`src/common/pcx_pkg.sv`:
```
/*
  constants for the counter array channel block: register map, field
  positions, reset values, timebase codes and mode encodings.
  assumes an apb slave with 32-bit data and byte addresses.
*/
// Contract
// - frequency mode period is twice high byte
// - low match toggles pin, adds high byte
// - compare, toggle, pwm enables select frequency mode
// - frequency mode flag on full 16-bit match
// - one shared cycle length for pwm
// - pwm8 pin high on low-byte match
// - pwm8 pin low on low-byte overflow
// - pwm8 reloads low byte from high
// - pwm8 when pwm set, toggle clear, select 00b
// - pwm8 match sets channel flag
// - pwm8 overflow sets cycle overflow flag
// - low write clears, high write sets compare
// - pwm8 duty is 256 minus high byte
// - compare cleared holds pwm8 output low
// - idle suspend bit stops counter in idle
// - three-bit field selects counter timebase
// - bit zero gates overflow interrupt request
// - mode bits 6:4 read zero, ignored
package pcx_pkg;
  localparam int NCH = 2;
  localparam logic [11:0] ADDR_MODE = 12'h0D9 << 2;
  localparam logic [11:0] ADDR_CNT = 12'h100;
  localparam logic [11:0] ADDR_PWMCFG = 12'h104;
  localparam logic [11:0] ADDR_STAT = 12'h108;
  localparam logic [11:0] ADDR_CH_BASE = 12'h110;
  localparam logic [11:0] CH_STRIDE = 12'h010;
  localparam logic [3:0] CH_CPM = 4'h0;
  localparam logic [3:0] CH_CPL = 4'h4;
  localparam logic [3:0] CH_CPH = 4'h8;
  localparam logic [7:0] MODE_RST = 8'h00;
  localparam logic [7:0] MODE_WMASK = 8'h8F;
  localparam int MODE_IDLE = 7;
  localparam int MODE_IRQ = 0;
  localparam int CPM_ECOM = 6;
  localparam int CPM_MAT = 3;
  localparam int CPM_TOG = 2;
  localparam int CPM_PWM = 1;
  localparam int CPM_CCF = 7;
  localparam logic [7:0] CPM_WMASK = 8'h4E;
  localparam logic [1:0] CYCLE_LENGTH_SELECT_8 = 2'h0;
  localparam int PWMCFG_CYCLE_OVERFLOW_FLAG = 7;
  localparam logic [2:0] TB_DIV12 = 3'h0;
  localparam logic [2:0] TB_DIV4 = 3'h1;
  localparam logic [2:0] TB_T0 = 3'h2;
  localparam logic [2:0] TB_ECI = 3'h3;
  localparam logic [2:0] TB_SYS = 3'h4;
  localparam logic [2:0] TB_EXT8 = 3'h5;
  localparam logic [2:0] TB_T4 = 3'h6;
  localparam logic [2:0] TB_T5 = 3'h7;
  localparam logic [3:0] DIV12_LAST = 4'hB;
  localparam logic [1:0] DIV4_LAST = 2'h3;
  localparam logic [2:0] DIV8_LAST = 3'h7;
  typedef enum logic [1:0] {
    PCX_OFF = 2'b00,
    PCX_FREQ = 2'b01,
    PCX_PWM8 = 2'b10
  } pcx_mode_t;
endpackage

```
`src/design/pcx_top.sv`:
```
/*
  counter array with two channels: frequency output and 8-bit pwm,
  plus the array mode register with timebase select and idle suspend.
  assumes apb master on clk; tick inputs are one-cycle pulses on clk.
*/
`timescale 1ns/10ps
`default_nettype none
module pcx_top
  import pcx_pkg::*;
(
  input wire logic clk, // 50 MHz clock
  input wire logic arst_n, // async reset, active low
  input wire logic psel, // apb select
  input wire logic penable, // apb enable
  input wire logic pwrite, // apb direction
  input wire logic [11:0] paddr, // apb byte address
  input wire logic [31:0] pwdata, // apb write data
  output logic [31:0] prdata, // apb read data
  output logic pready, // apb ready
  output logic pslverr, // apb error
  input wire logic cpu_idle, // processor in idle
  input wire logic timer0_ovf, // timer 0 overflow pulse
  input wire logic timer4_ovf, // timer 4 overflow pulse
  input wire logic timer5_ovf, // timer 5 overflow pulse
  input wire logic external_count_input, // external count level
  input wire logic ext_clk_tick, // synchronised external clock pulse
  output logic [pcx_pkg::NCH-1:0] channel_wave_pin, // waveform pins
  output logic overflow_irq // overflow interrupt request
);
  typedef struct packed {
    logic [7:0] mode;
    logic [15:0] cnt;
    logic cf;
    logic [1:0] cycle_length_select;
    logic cycle_overflow_flag;
    logic [NCH-1:0][7:0] cpm;
    logic [NCH-1:0][7:0] cpl;
    logic [NCH-1:0][7:0] cph;
    logic [NCH-1:0] wave;
    logic [3:0] div12;
    logic [1:0] div4;
    logic [2:0] div8;
    logic eci_d;
    logic [31:0] rdata;
    logic err;
  } pcx_state_t;

  pcx_state_t s_r, s_nxt;
  logic tick, wr, rd, ovf8, hit;
  logic [15:0] cnt_inc;
  logic [11:0] coff;
  logic [1:0] ch_idx;
  logic [NCH-1:0][1:0] md;

  assign wr = psel && penable && pwrite;
  assign rd = psel && penable && !pwrite;
  assign pready = psel && penable;
  assign prdata = s_r.rdata;
  assign pslverr = s_r.err && pready;
  assign channel_wave_pin = s_r.wave;
  // request follows the flag as long as the enable is set
  assign overflow_irq = s_r.cf && s_r.mode[MODE_IRQ];
  assign cnt_inc = s_r.cnt + 16'h0001;
  assign ovf8 = tick && (s_r.cnt[7:0] == 8'hFF);

  // channel decode: stride of 16 bytes from channel base
  assign coff = paddr - ADDR_CH_BASE;
  assign ch_idx = coff[5:4];
  assign hit = (paddr >= ADDR_CH_BASE) && (coff[11:4] < 8'(NCH));

  // timebase pick, counter stops in idle if asked
  always_comb
  begin
    unique case (s_r.mode[3:1])
      TB_DIV12: tick = (s_r.div12 == DIV12_LAST);
      TB_DIV4: tick = (s_r.div4 == DIV4_LAST);
      TB_T0: tick = timer0_ovf;
      TB_ECI: tick = s_r.eci_d && !external_count_input;
      TB_SYS: tick = 1'b1;
      TB_EXT8: tick = ext_clk_tick && (s_r.div8 == DIV8_LAST);
      TB_T4: tick = timer4_ovf;
      TB_T5: tick = timer5_ovf;
    endcase
    if (s_r.mode[MODE_IDLE] && cpu_idle)
    begin
      tick = 1'b0;
    end
  end

  // one mode per channel; pwm8 needs the shared cycle length at 00b
  genvar g;
  generate
    for (g = 0; g < NCH; g++)
    begin : g_md
      always_comb
      begin
        if (s_r.cpm[g][CPM_ECOM] && s_r.cpm[g][CPM_TOG] &&
            s_r.cpm[g][CPM_PWM])
        begin
          md[g] = PCX_FREQ;
        end
        else if (s_r.cpm[g][CPM_PWM] && !s_r.cpm[g][CPM_TOG] &&
                 s_r.cycle_length_select == CYCLE_LENGTH_SELECT_8)
        begin
          // compare cleared still counts as pwm8 so the pin parks low
          md[g] = PCX_PWM8;
        end
        else
        begin
          md[g] = PCX_OFF;
        end
      end
    end
  endgenerate

  always_comb
  begin
    s_nxt = s_r;
    s_nxt.err = 1'b0;
    s_nxt.eci_d = external_count_input;
    s_nxt.div12 = (s_r.div12 == DIV12_LAST) ? 4'h0 : s_r.div12 + 4'h1;
    s_nxt.div4 = s_r.div4 + 2'h1;
    if (ext_clk_tick)
    begin
      s_nxt.div8 = s_r.div8 + 3'h1;
    end
    if (tick)
    begin
      s_nxt.cnt = cnt_inc;
      if (s_r.cnt == 16'hFFFF)
      begin
        s_nxt.cf = 1'b1;
      end
    end
    for (int i = 0; i < NCH; i++)
    begin
      if (md[i] == PCX_FREQ && tick &&
          s_r.cpl[i] == s_r.cnt[7:0])
      begin
        // each half period is cph counts, 0 wraps to 256
        s_nxt.wave[i] = !s_r.wave[i];
        s_nxt.cpl[i] = s_r.cpl[i] + s_r.cph[i];
      end
      if (md[i] == PCX_FREQ && tick && s_r.cpm[i][CPM_MAT] &&
          s_r.cnt == {s_r.cph[i], s_r.cpl[i]})
      begin
        s_nxt.cpm[i][CPM_CCF] = 1'b1;
      end
      if (md[i] == PCX_PWM8)
      begin
        if (!s_r.cpm[i][CPM_ECOM])
        begin
          s_nxt.wave[i] = 1'b0;
        end
        else if (ovf8)
        begin
          // a reload of zero matches the new count at once: full duty
          s_nxt.wave[i] = (s_r.cph[i] == 8'h00);
        end
        else if (tick && cnt_inc[7:0] == s_r.cpl[i] && !s_r.wave[i])
        begin
          // high from match to wrap gives (256-cph)/256 duty
          s_nxt.wave[i] = 1'b1;
          if (s_r.cpm[i][CPM_MAT])
          begin
            s_nxt.cpm[i][CPM_CCF] = 1'b1;
          end
        end
        if (ovf8)
        begin
          s_nxt.cpl[i] = s_r.cph[i];
        end
      end
      if (md[i] == PCX_OFF)
      begin
        s_nxt.wave[i] = 1'b0;
      end
    end
    // software writes; hardware sets below win over clears
    if (wr)
    begin
      if (paddr == ADDR_MODE)
      begin
        s_nxt.mode = pwdata[7:0] & MODE_WMASK;
      end
      else if (paddr == ADDR_CNT)
      begin
        s_nxt.cnt = pwdata[15:0];
      end
      else if (paddr == ADDR_PWMCFG)
      begin
        s_nxt.cycle_length_select = pwdata[1:0];
        s_nxt.cycle_overflow_flag = s_r.cycle_overflow_flag && pwdata[PWMCFG_CYCLE_OVERFLOW_FLAG];
      end
      else if (paddr == ADDR_STAT)
      begin
        s_nxt.cf = s_r.cf && pwdata[0];
      end
      else if (hit)
      begin
        unique case (coff[3:0])
          CH_CPM:
          begin
            s_nxt.cpm[ch_idx] = (pwdata[7:0] & CPM_WMASK) |
              {s_r.cpm[ch_idx][CPM_CCF] && pwdata[CPM_CCF], 7'h00};
          end
          CH_CPL:
          begin
            s_nxt.cpl[ch_idx] = pwdata[7:0];
            s_nxt.cpm[ch_idx][CPM_ECOM] = 1'b0;
          end
          CH_CPH:
          begin
            s_nxt.cph[ch_idx] = pwdata[7:0];
            s_nxt.cpm[ch_idx][CPM_ECOM] = 1'b1;
          end
          default: s_nxt.err = 1'b1;
        endcase
      end
      else
      begin
        s_nxt.err = 1'b1;
      end
    end
    if (tick && s_r.cnt == 16'hFFFF)
    begin
      s_nxt.cf = 1'b1;
    end
    if (ovf8)
    begin
      s_nxt.cycle_overflow_flag = 1'b1;
    end
    for (int i = 0; i < NCH; i++)
    begin
      if (s_nxt.wave[i] && !s_r.wave[i] && md[i] == PCX_PWM8 &&
          s_r.cpm[i][CPM_MAT])
      begin
        s_nxt.cpm[i][CPM_CCF] = 1'b1;
      end
    end
    // read data and error registered in the setup cycle, ready at access
    s_nxt.rdata = 32'h0000_0000;
    if (psel && !penable)
    begin
      if (paddr == ADDR_MODE)
      begin
        s_nxt.rdata = {24'h000000, s_r.mode & MODE_WMASK};
      end
      else if (paddr == ADDR_CNT)
      begin
        s_nxt.rdata = {16'h0000, s_r.cnt};
      end
      else if (paddr == ADDR_PWMCFG)
      begin
        s_nxt.rdata = {24'h000000, s_r.cycle_overflow_flag, 5'h00, s_r.cycle_length_select};
      end
      else if (paddr == ADDR_STAT)
      begin
        s_nxt.rdata = {31'h00000000, s_r.cf};
      end
      else if (hit)
      begin
        unique case (coff[3:0])
          CH_CPM: s_nxt.rdata = {24'h000000, s_r.cpm[ch_idx]};
          CH_CPL: s_nxt.rdata = {24'h000000, s_r.cpl[ch_idx]};
          CH_CPH: s_nxt.rdata = {24'h000000, s_r.cph[ch_idx]};
          default: s_nxt.err = 1'b1;
        endcase
      end
      else
      begin
        s_nxt.err = 1'b1;
      end
    end
    else if (rd)
    begin
      s_nxt.rdata = s_r.rdata;
    end
  end

  always_ff @(posedge clk or negedge arst_n)
  begin
    if (!arst_n)
    begin
      s_r <= '0;
    end
    else
    begin
      s_r <= s_nxt;
    end
  end

  irq_gate_a: assert property (@(posedge clk) disable iff (!arst_n)
    overflow_irq == (s_r.cf && s_r.mode[MODE_IRQ]))
    else $error("overflow request not gated by enable");
  mode_zero_a: assert property (@(posedge clk) disable iff (!arst_n)
    s_r.mode[6:4] == 3'b000)
    else $error("unused mode bits not zero");
  cnt_wrap_a: assert property (@(posedge clk) disable iff (!arst_n)
    (tick && s_r.cnt == 16'hFFFF && !wr) |=> s_r.cf)
    else $error("overflow flag not set on wrap");
  idle_stop_a: assert property (@(posedge clk) disable iff (!arst_n)
    (s_r.mode[MODE_IDLE] && cpu_idle && !wr) |=> $stable(s_r.cnt))
    else $error("counter ran during idle suspend");
  cycle_overflow_flag_set_a: assert property (@(posedge clk) disable iff (!arst_n)
    ovf8 |=> s_r.cycle_overflow_flag)
    else $error("cycle overflow flag missed");
  pwm_low_a: assert property (@(posedge clk) disable iff (!arst_n)
    (md[0] == PCX_PWM8 && ovf8 && s_r.cph[0] != 8'h00)
    |=> !channel_wave_pin[0])
    else $error("pwm output not low after overflow");
  pwm_reload_a: assert property (@(posedge clk) disable iff (!arst_n)
    (md[0] == PCX_PWM8 && ovf8 && !wr) |=> s_r.cpl[0] == $past(s_r.cph[0]))
    else $error("low byte not reloaded");
  zero_duty_a: assert property (@(posedge clk) disable iff (!arst_n)
    (md[0] == PCX_PWM8 && !s_r.cpm[0][CPM_ECOM]) |=> !s_r.wave[0])
    else $error("output not held low with compare off");
  freq_tog_a: assert property (@(posedge clk) disable iff (!arst_n)
    (md[0] == PCX_FREQ && tick && s_r.cpl[0] == s_r.cnt[7:0])
    |=> s_r.wave[0] != $past(s_r.wave[0]))
    else $error("frequency output did not toggle");
endmodule
`default_nettype wire

```
`config.mk`:
```
export PLATFORM = sky130hd
export DESIGN_NAME = pcx_top
export DESIGN_NICKNAME = d
export VERILOG_FILES = /design/src/common/pcx_pkg.sv /design/src/design/pcx_top.sv
export SDC_FILE = /design/constraint.sdc
export NUM_CORES = 1
export LEC_CHECK = 0
export ABC_AREA = 1
export BUFFER_PORTS_ARGS = -buffer_cell sky130_fd_sc_hd__clkbuf_2
export CAP_MARGIN = 0
export CORE_ASPECT_RATIO = 1.2
export CORE_MARGIN = 2
export CORE_UTILIZATION = 30
export CTS_CLUSTER_SIZE = 25
export DETAILED_ROUTE_END_ITERATION = 10
export GPL_ROUTABILITY_DRIVEN = 0
export GPL_TIMING_DRIVEN = 0
export MAX_ROUTING_LAYER = met4
export PLACE_DENSITY = 0.53
export SLEW_MARGIN = 40
export SYNTH_ARGS = -nofsm -noshare
export SYNTH_HDL_FRONTEND = slang
export SYNTH_SLANG_ARGS = --single-unit
```
`constraint.sdc`:
```
create_clock -name clk -period 2.4 [get_ports clk]
set_input_delay 0.72 -clock clk [delete_from_list [all_inputs] [get_ports clk]]
set_output_delay 0.72 -clock clk [all_outputs]
set_load 0.005 [all_outputs]
```
# == Word level (Yosys, flattened, before mapping) ==
# Index checks and enable logic that the tools add are counted.
# totals
in_bits,55
ff_bits,118
output_inout_bits,37
wordCells,226
# op_classes
n_bitwise,8
n_reduce_logical,65
n_eq_ne,31
addsub,7
n_lt_le_gt_ge,4
mux,91
# op_table
op,count
$mux W48,3
$mux W68,2
$mux W8,16
$mux W16,5
$mux W32,2
$mux W52,1
$bwmux W16,3
$pmux W16 S3,1
$mux W1,46
$logic_and A1 B1 Y1,42
$eq A12 B9 Y1 const B,3
$eq A16 B16 Y1,2
$eq A8 B8 Y1,4
$pmux W8 S3,1
$mux W17,1
$add A16 B1 Y16 const B,1
$add A8 B8 Y8,2
$and A16 B16 Y16,1
$demux W8 S1,2
$eq A16 B16 Y1 const B,1
$logic_not A8 Y1,2
$not A16 Y16,1
$or A16 B16 Y16,1
$eq A3 B3 Y1 const B,5
other kinds (35),58

# == Logic depth before layout (Yosys ltp) ==
# depth
depth_word,24
depth_mapped,15
mapped_depth_nobuf,15

# == Worst setup path after synthesis ==
# Ideal clock, no wire load.
# synth_timing
path_kind,input to register
start,in paddr[4]
end,reg s_r[106] (netlist name)
setup_ps,118
path_slack_ps,-50
arrival_time_ps,2332
path_buffers,2
required_time_ps,2282
path_stages,12
cell_sequence,inv_2 clkbuf_1 ha_1 nand3_1 nor2_1 nand2_1 nor2_4 inv_1 buf_2 nor2_1 o21bai_1 inv_1
# synth_lines
element,line,source
"start, declared",pcx_top.sv:16,"input wire logic [11:0] paddr,"
"end signal, assigned",pcx_top.sv:289,s_r <= s_nxt;
"end, declared",pcx_top.sv:48,"pcx_state_t s_r, s_nxt;"

==> reports/metrics.cfg <==
[status]
status = finished clean

[pwr]
p_sw_mw = 1.147
power.density_nw_per_um2 = 432.2
intPower_mw = 2.672
pwr-share-clk = 0.382
power.leakage_nw = 4.510
power_frac_comb = 0.144
sw_frac_of_total = 0.3004
power_mw = 3.819
power_frac_seq = 0.474
vdd_drop_max_v = 0.0002711

[synth]
synth-async-reset-ratio = 1.000
yosysWarnings = 0
synth_ff_type = dfrtp_1
yosysMostFrequentCell = nand2_1
synth_seq_cells = 102
synth-edff-count = 0
synth_cell_types = 49
yosysTopAreaCell = dfrtp_1
synth.avg_cell_area_um2 = 6.975
synth_area_leaders = dfrtp_1 (33%), nand2_1 (14%), inv_1 (6.9%), nand3_1 (5.0%), o21ai_0 (4.6%)
ys_top_cells_by_count = nand2_1 (295), inv_1 (140), dfrtp_1 (102)
syn_area_um2 = 7645
synth_top_area_share = 0.3339
synthCells = 1096
seq_area_frac_synth = 0.3339

[worst_setup_path]
path_common_cell = nand3_1
path_class = flip-flop to flip-flop
critical_path_depth = 10
crit_buf_inv = 2
slowest_stage = dfrtp_1
critPathLaunchType = flip-flop
rr_worst_depth = 10
worst_ep_arrival_time_ns = 2.64
end_kind = flip-flop
required_ns = 2.69
cpLargestDelayFamily = simple AND/OR/NAND/NOR gates
cpPeakStageDelay_ns = 0.57
worstPathCellList = ha_1 > buf_2 > nand2_4 > nor2_8 > inv_2 > nor2_4 > nand3_1 > nor3_1 > nand3_1 > o21ai_0
cp_max_fo = 10

[final_layout]
multi_input_area_um2 = 4192
nNetsFinal = 1268
regArea_um2 = 2552
syn2layout_area_growth_pct = 15.58
fill_cells = 2794
drive_above_1_share = 0.1509
n_antenna_cell = 0

[drt]
first_pass_iters = 5
drt-total-wl_um = 27270
ant_nets = 0
drc = 0
wire_per_inst_um = 17.90
viasPerCell = 5.051
vias = 7692
drt-initial-drc-count = 582

[place]
io_buffers = 59
post-dp-hpwl_um = 21260
pre_cts_ws_ns = -0.7143

[timing]
max_slew_margin = 0.5072
tightest_slew_ns = 0.7392
worst_slack_ns = 0.05022
drv_slew = 0
finalSetupViolations = 0
hold_violations = 0
fin_crit_ns = 2.350
rsz0062_at_grt = false
min_period_over_period = 0.9791
finalClockSkew_ns = 0.01220
max_freq_mhz = 425.6

[die]
start_util = 0.3021
io_pins = 92
rows = 64
dieArea_um2 = 26780
die_h_um = 178.9
core_um2 = 25300
dieWidth_um = 149.7

[cts]
numCtsBuffers = 9
numClockSinks = 102
hold_buffers = 0
clockBufferDepth = 2
cts_root_buf = clkbuf_16
clkTransAtPathRegs_ns = 0.07
insertion_delay_ns = 0.37
cts_tree = built
htreeDepth = 3

[grt]
overflow = 0
grt_max_degree = 61
antenna_found_initial = 0
grt_pass1_wl_um = 41530
first_global_vias = 7256
track_usage = 0.2128

[hold_path]
min_path_type = input pin to async pin

[job]
drv_cap = 0

-- power groups by stage --
stage | registers [mW] | logic [mW] | clock network [mW]
2_1_floorplan | 1.83 | 0.343 | 0
4_1_cts | 1.81 | 0.547 | 1.48
3_3_place_gp | 1.84 | 0.531 | 0
5_1_grt | 1.81 | 0.619 | 1.56
3_5_place_dp | 1.84 | 0.544 | 0
6_report | 1.81 | 0.550 | 1.46
-- kinds of logic after synthesis --
group | Yosys count | synth area share
adders and majority gates | 25 | 0.04288
muxes | 2 | 0.002946
and+or+nand+nor | 511 | 0.2961
DFF | 102 | 0.3339
other | 1 | 0.0004905
xor gates and xnor gates | 25 | 0.02864
buffers and inverters | 214 | 0.1298
AOI/OAI and AO/OA | 216 | 0.1653
-- layout make-up --
type | count | share of cell area
Tap cell | 330 | 0.04673
Clock buffer | 9 | 0.02549
Inverter | 150 | 0.06429
Buffer | 63 | 0.04885
Timing Repair Buffer | 67 | 0.04489
Clock inverter | 7 | 0.006514
Multi-Input combinational cell | 795 | 0.4744
Sequential cell | 102 | 0.2889
-- cells in the final DEF, fill, tap and decap left out, drive strengths merged, types with 3 or more instances in the layout --
cell type,netlist,routed
nor3,17,17
nand2,302,302
a31oi,6,6
dfrtp,102,102
xor2,16,16
o22ai,13,13
a21oi,57,57
conb,1,16
o21a,4,4
a32o,8,8
xnor2,9,9
inv,148,150
buf,51,58
o2111ai,3,3
o211ai,13,13
ha,23,23
nor4,3,3
o221ai,4,4
nor2,92,92
clkbuf,13,81
nand3,79,79
clkinv,2,5
o21ai,98,98
nand4,17,17
-- path summary, 6_finish.rpt --
check,start,endpoint,slack [ns]
worst max register to register,s_r[98]$_DFF_PN0_,s_r[96]$_DFF_PN0_,0.05
worst min register to register,s_r[37]$_DFF_PN0_,s_r[37]$_DFF_PN0_,0.43
min in group clk,s_r[37]$_DFF_PN0_,s_r[37]$_DFF_PN0_,0.43
worst max-delay path,s_r[98]$_DFF_PN0_,s_r[96]$_DFF_PN0_,0.05
worst min-delay path,arst_n,s_r[81]$_DFFE_PN0P_,0.32
max in group asynchronous,arst_n,s_r[84]$_DFF_PN0_,1.47
-- layer usage --
metal,global-route usage,vias up,part of all wire
li1,-,3726,-
met1,0.2448,3580,0.41
met2,0.3578,294,0.47
met3,0.02926,92,0.058
met4,0.1183,0,0.060
met5,-,-,0
-- repair_timing --
item | CTS | global route
setup endpoints to repair | 48 | 28
gates resized for setup | 4 | 9
pin swaps | 2 | 3
setup buffers | 2 | 5
endpoints found under the hold margin | 0 | 0
-- per-stage QoR --
| stage | hold slack, ns | std cells | instance area [um^2] | setup TNS, ns | utilization |
|---|---|---|---|---|---|
| 2_1_floorplan | 0.4006 | 1111 | 7702 | 0 | - |
| 3_3_place_gp | 0.4142 | 1500 | 8411 | -138.36 | 0.3324 |
| 3_5_place_dp | 0.4152 | 1501 | 8447 | -33.79 | 0.3338 |
| 4_1_cts | 0.3540 | 1518 | 8761 | 0 | 0.3462 |
| 5_1_grt | 0.3599 | 1523 | 8836 | 0 | 0.3492 |
| 6_report | 0.3161 | 1523 | 8836 | 0 | 0.3492 |
-- worst reg2reg max path, stage by stage (launching register included) --
cell and delay [ns]:
dfrtp_1 0.57, ha_1 0.21, buf_2 0.27, nand2_4 0.14, nor2_8 0.16, inv_2 0.06, nor2_4 0.22, nand3_1 0.14
nor3_1 0.23, nand3_1 0.16, o21ai_0 0.10
No activity file was read; power rests on OpenSTA's default activity.
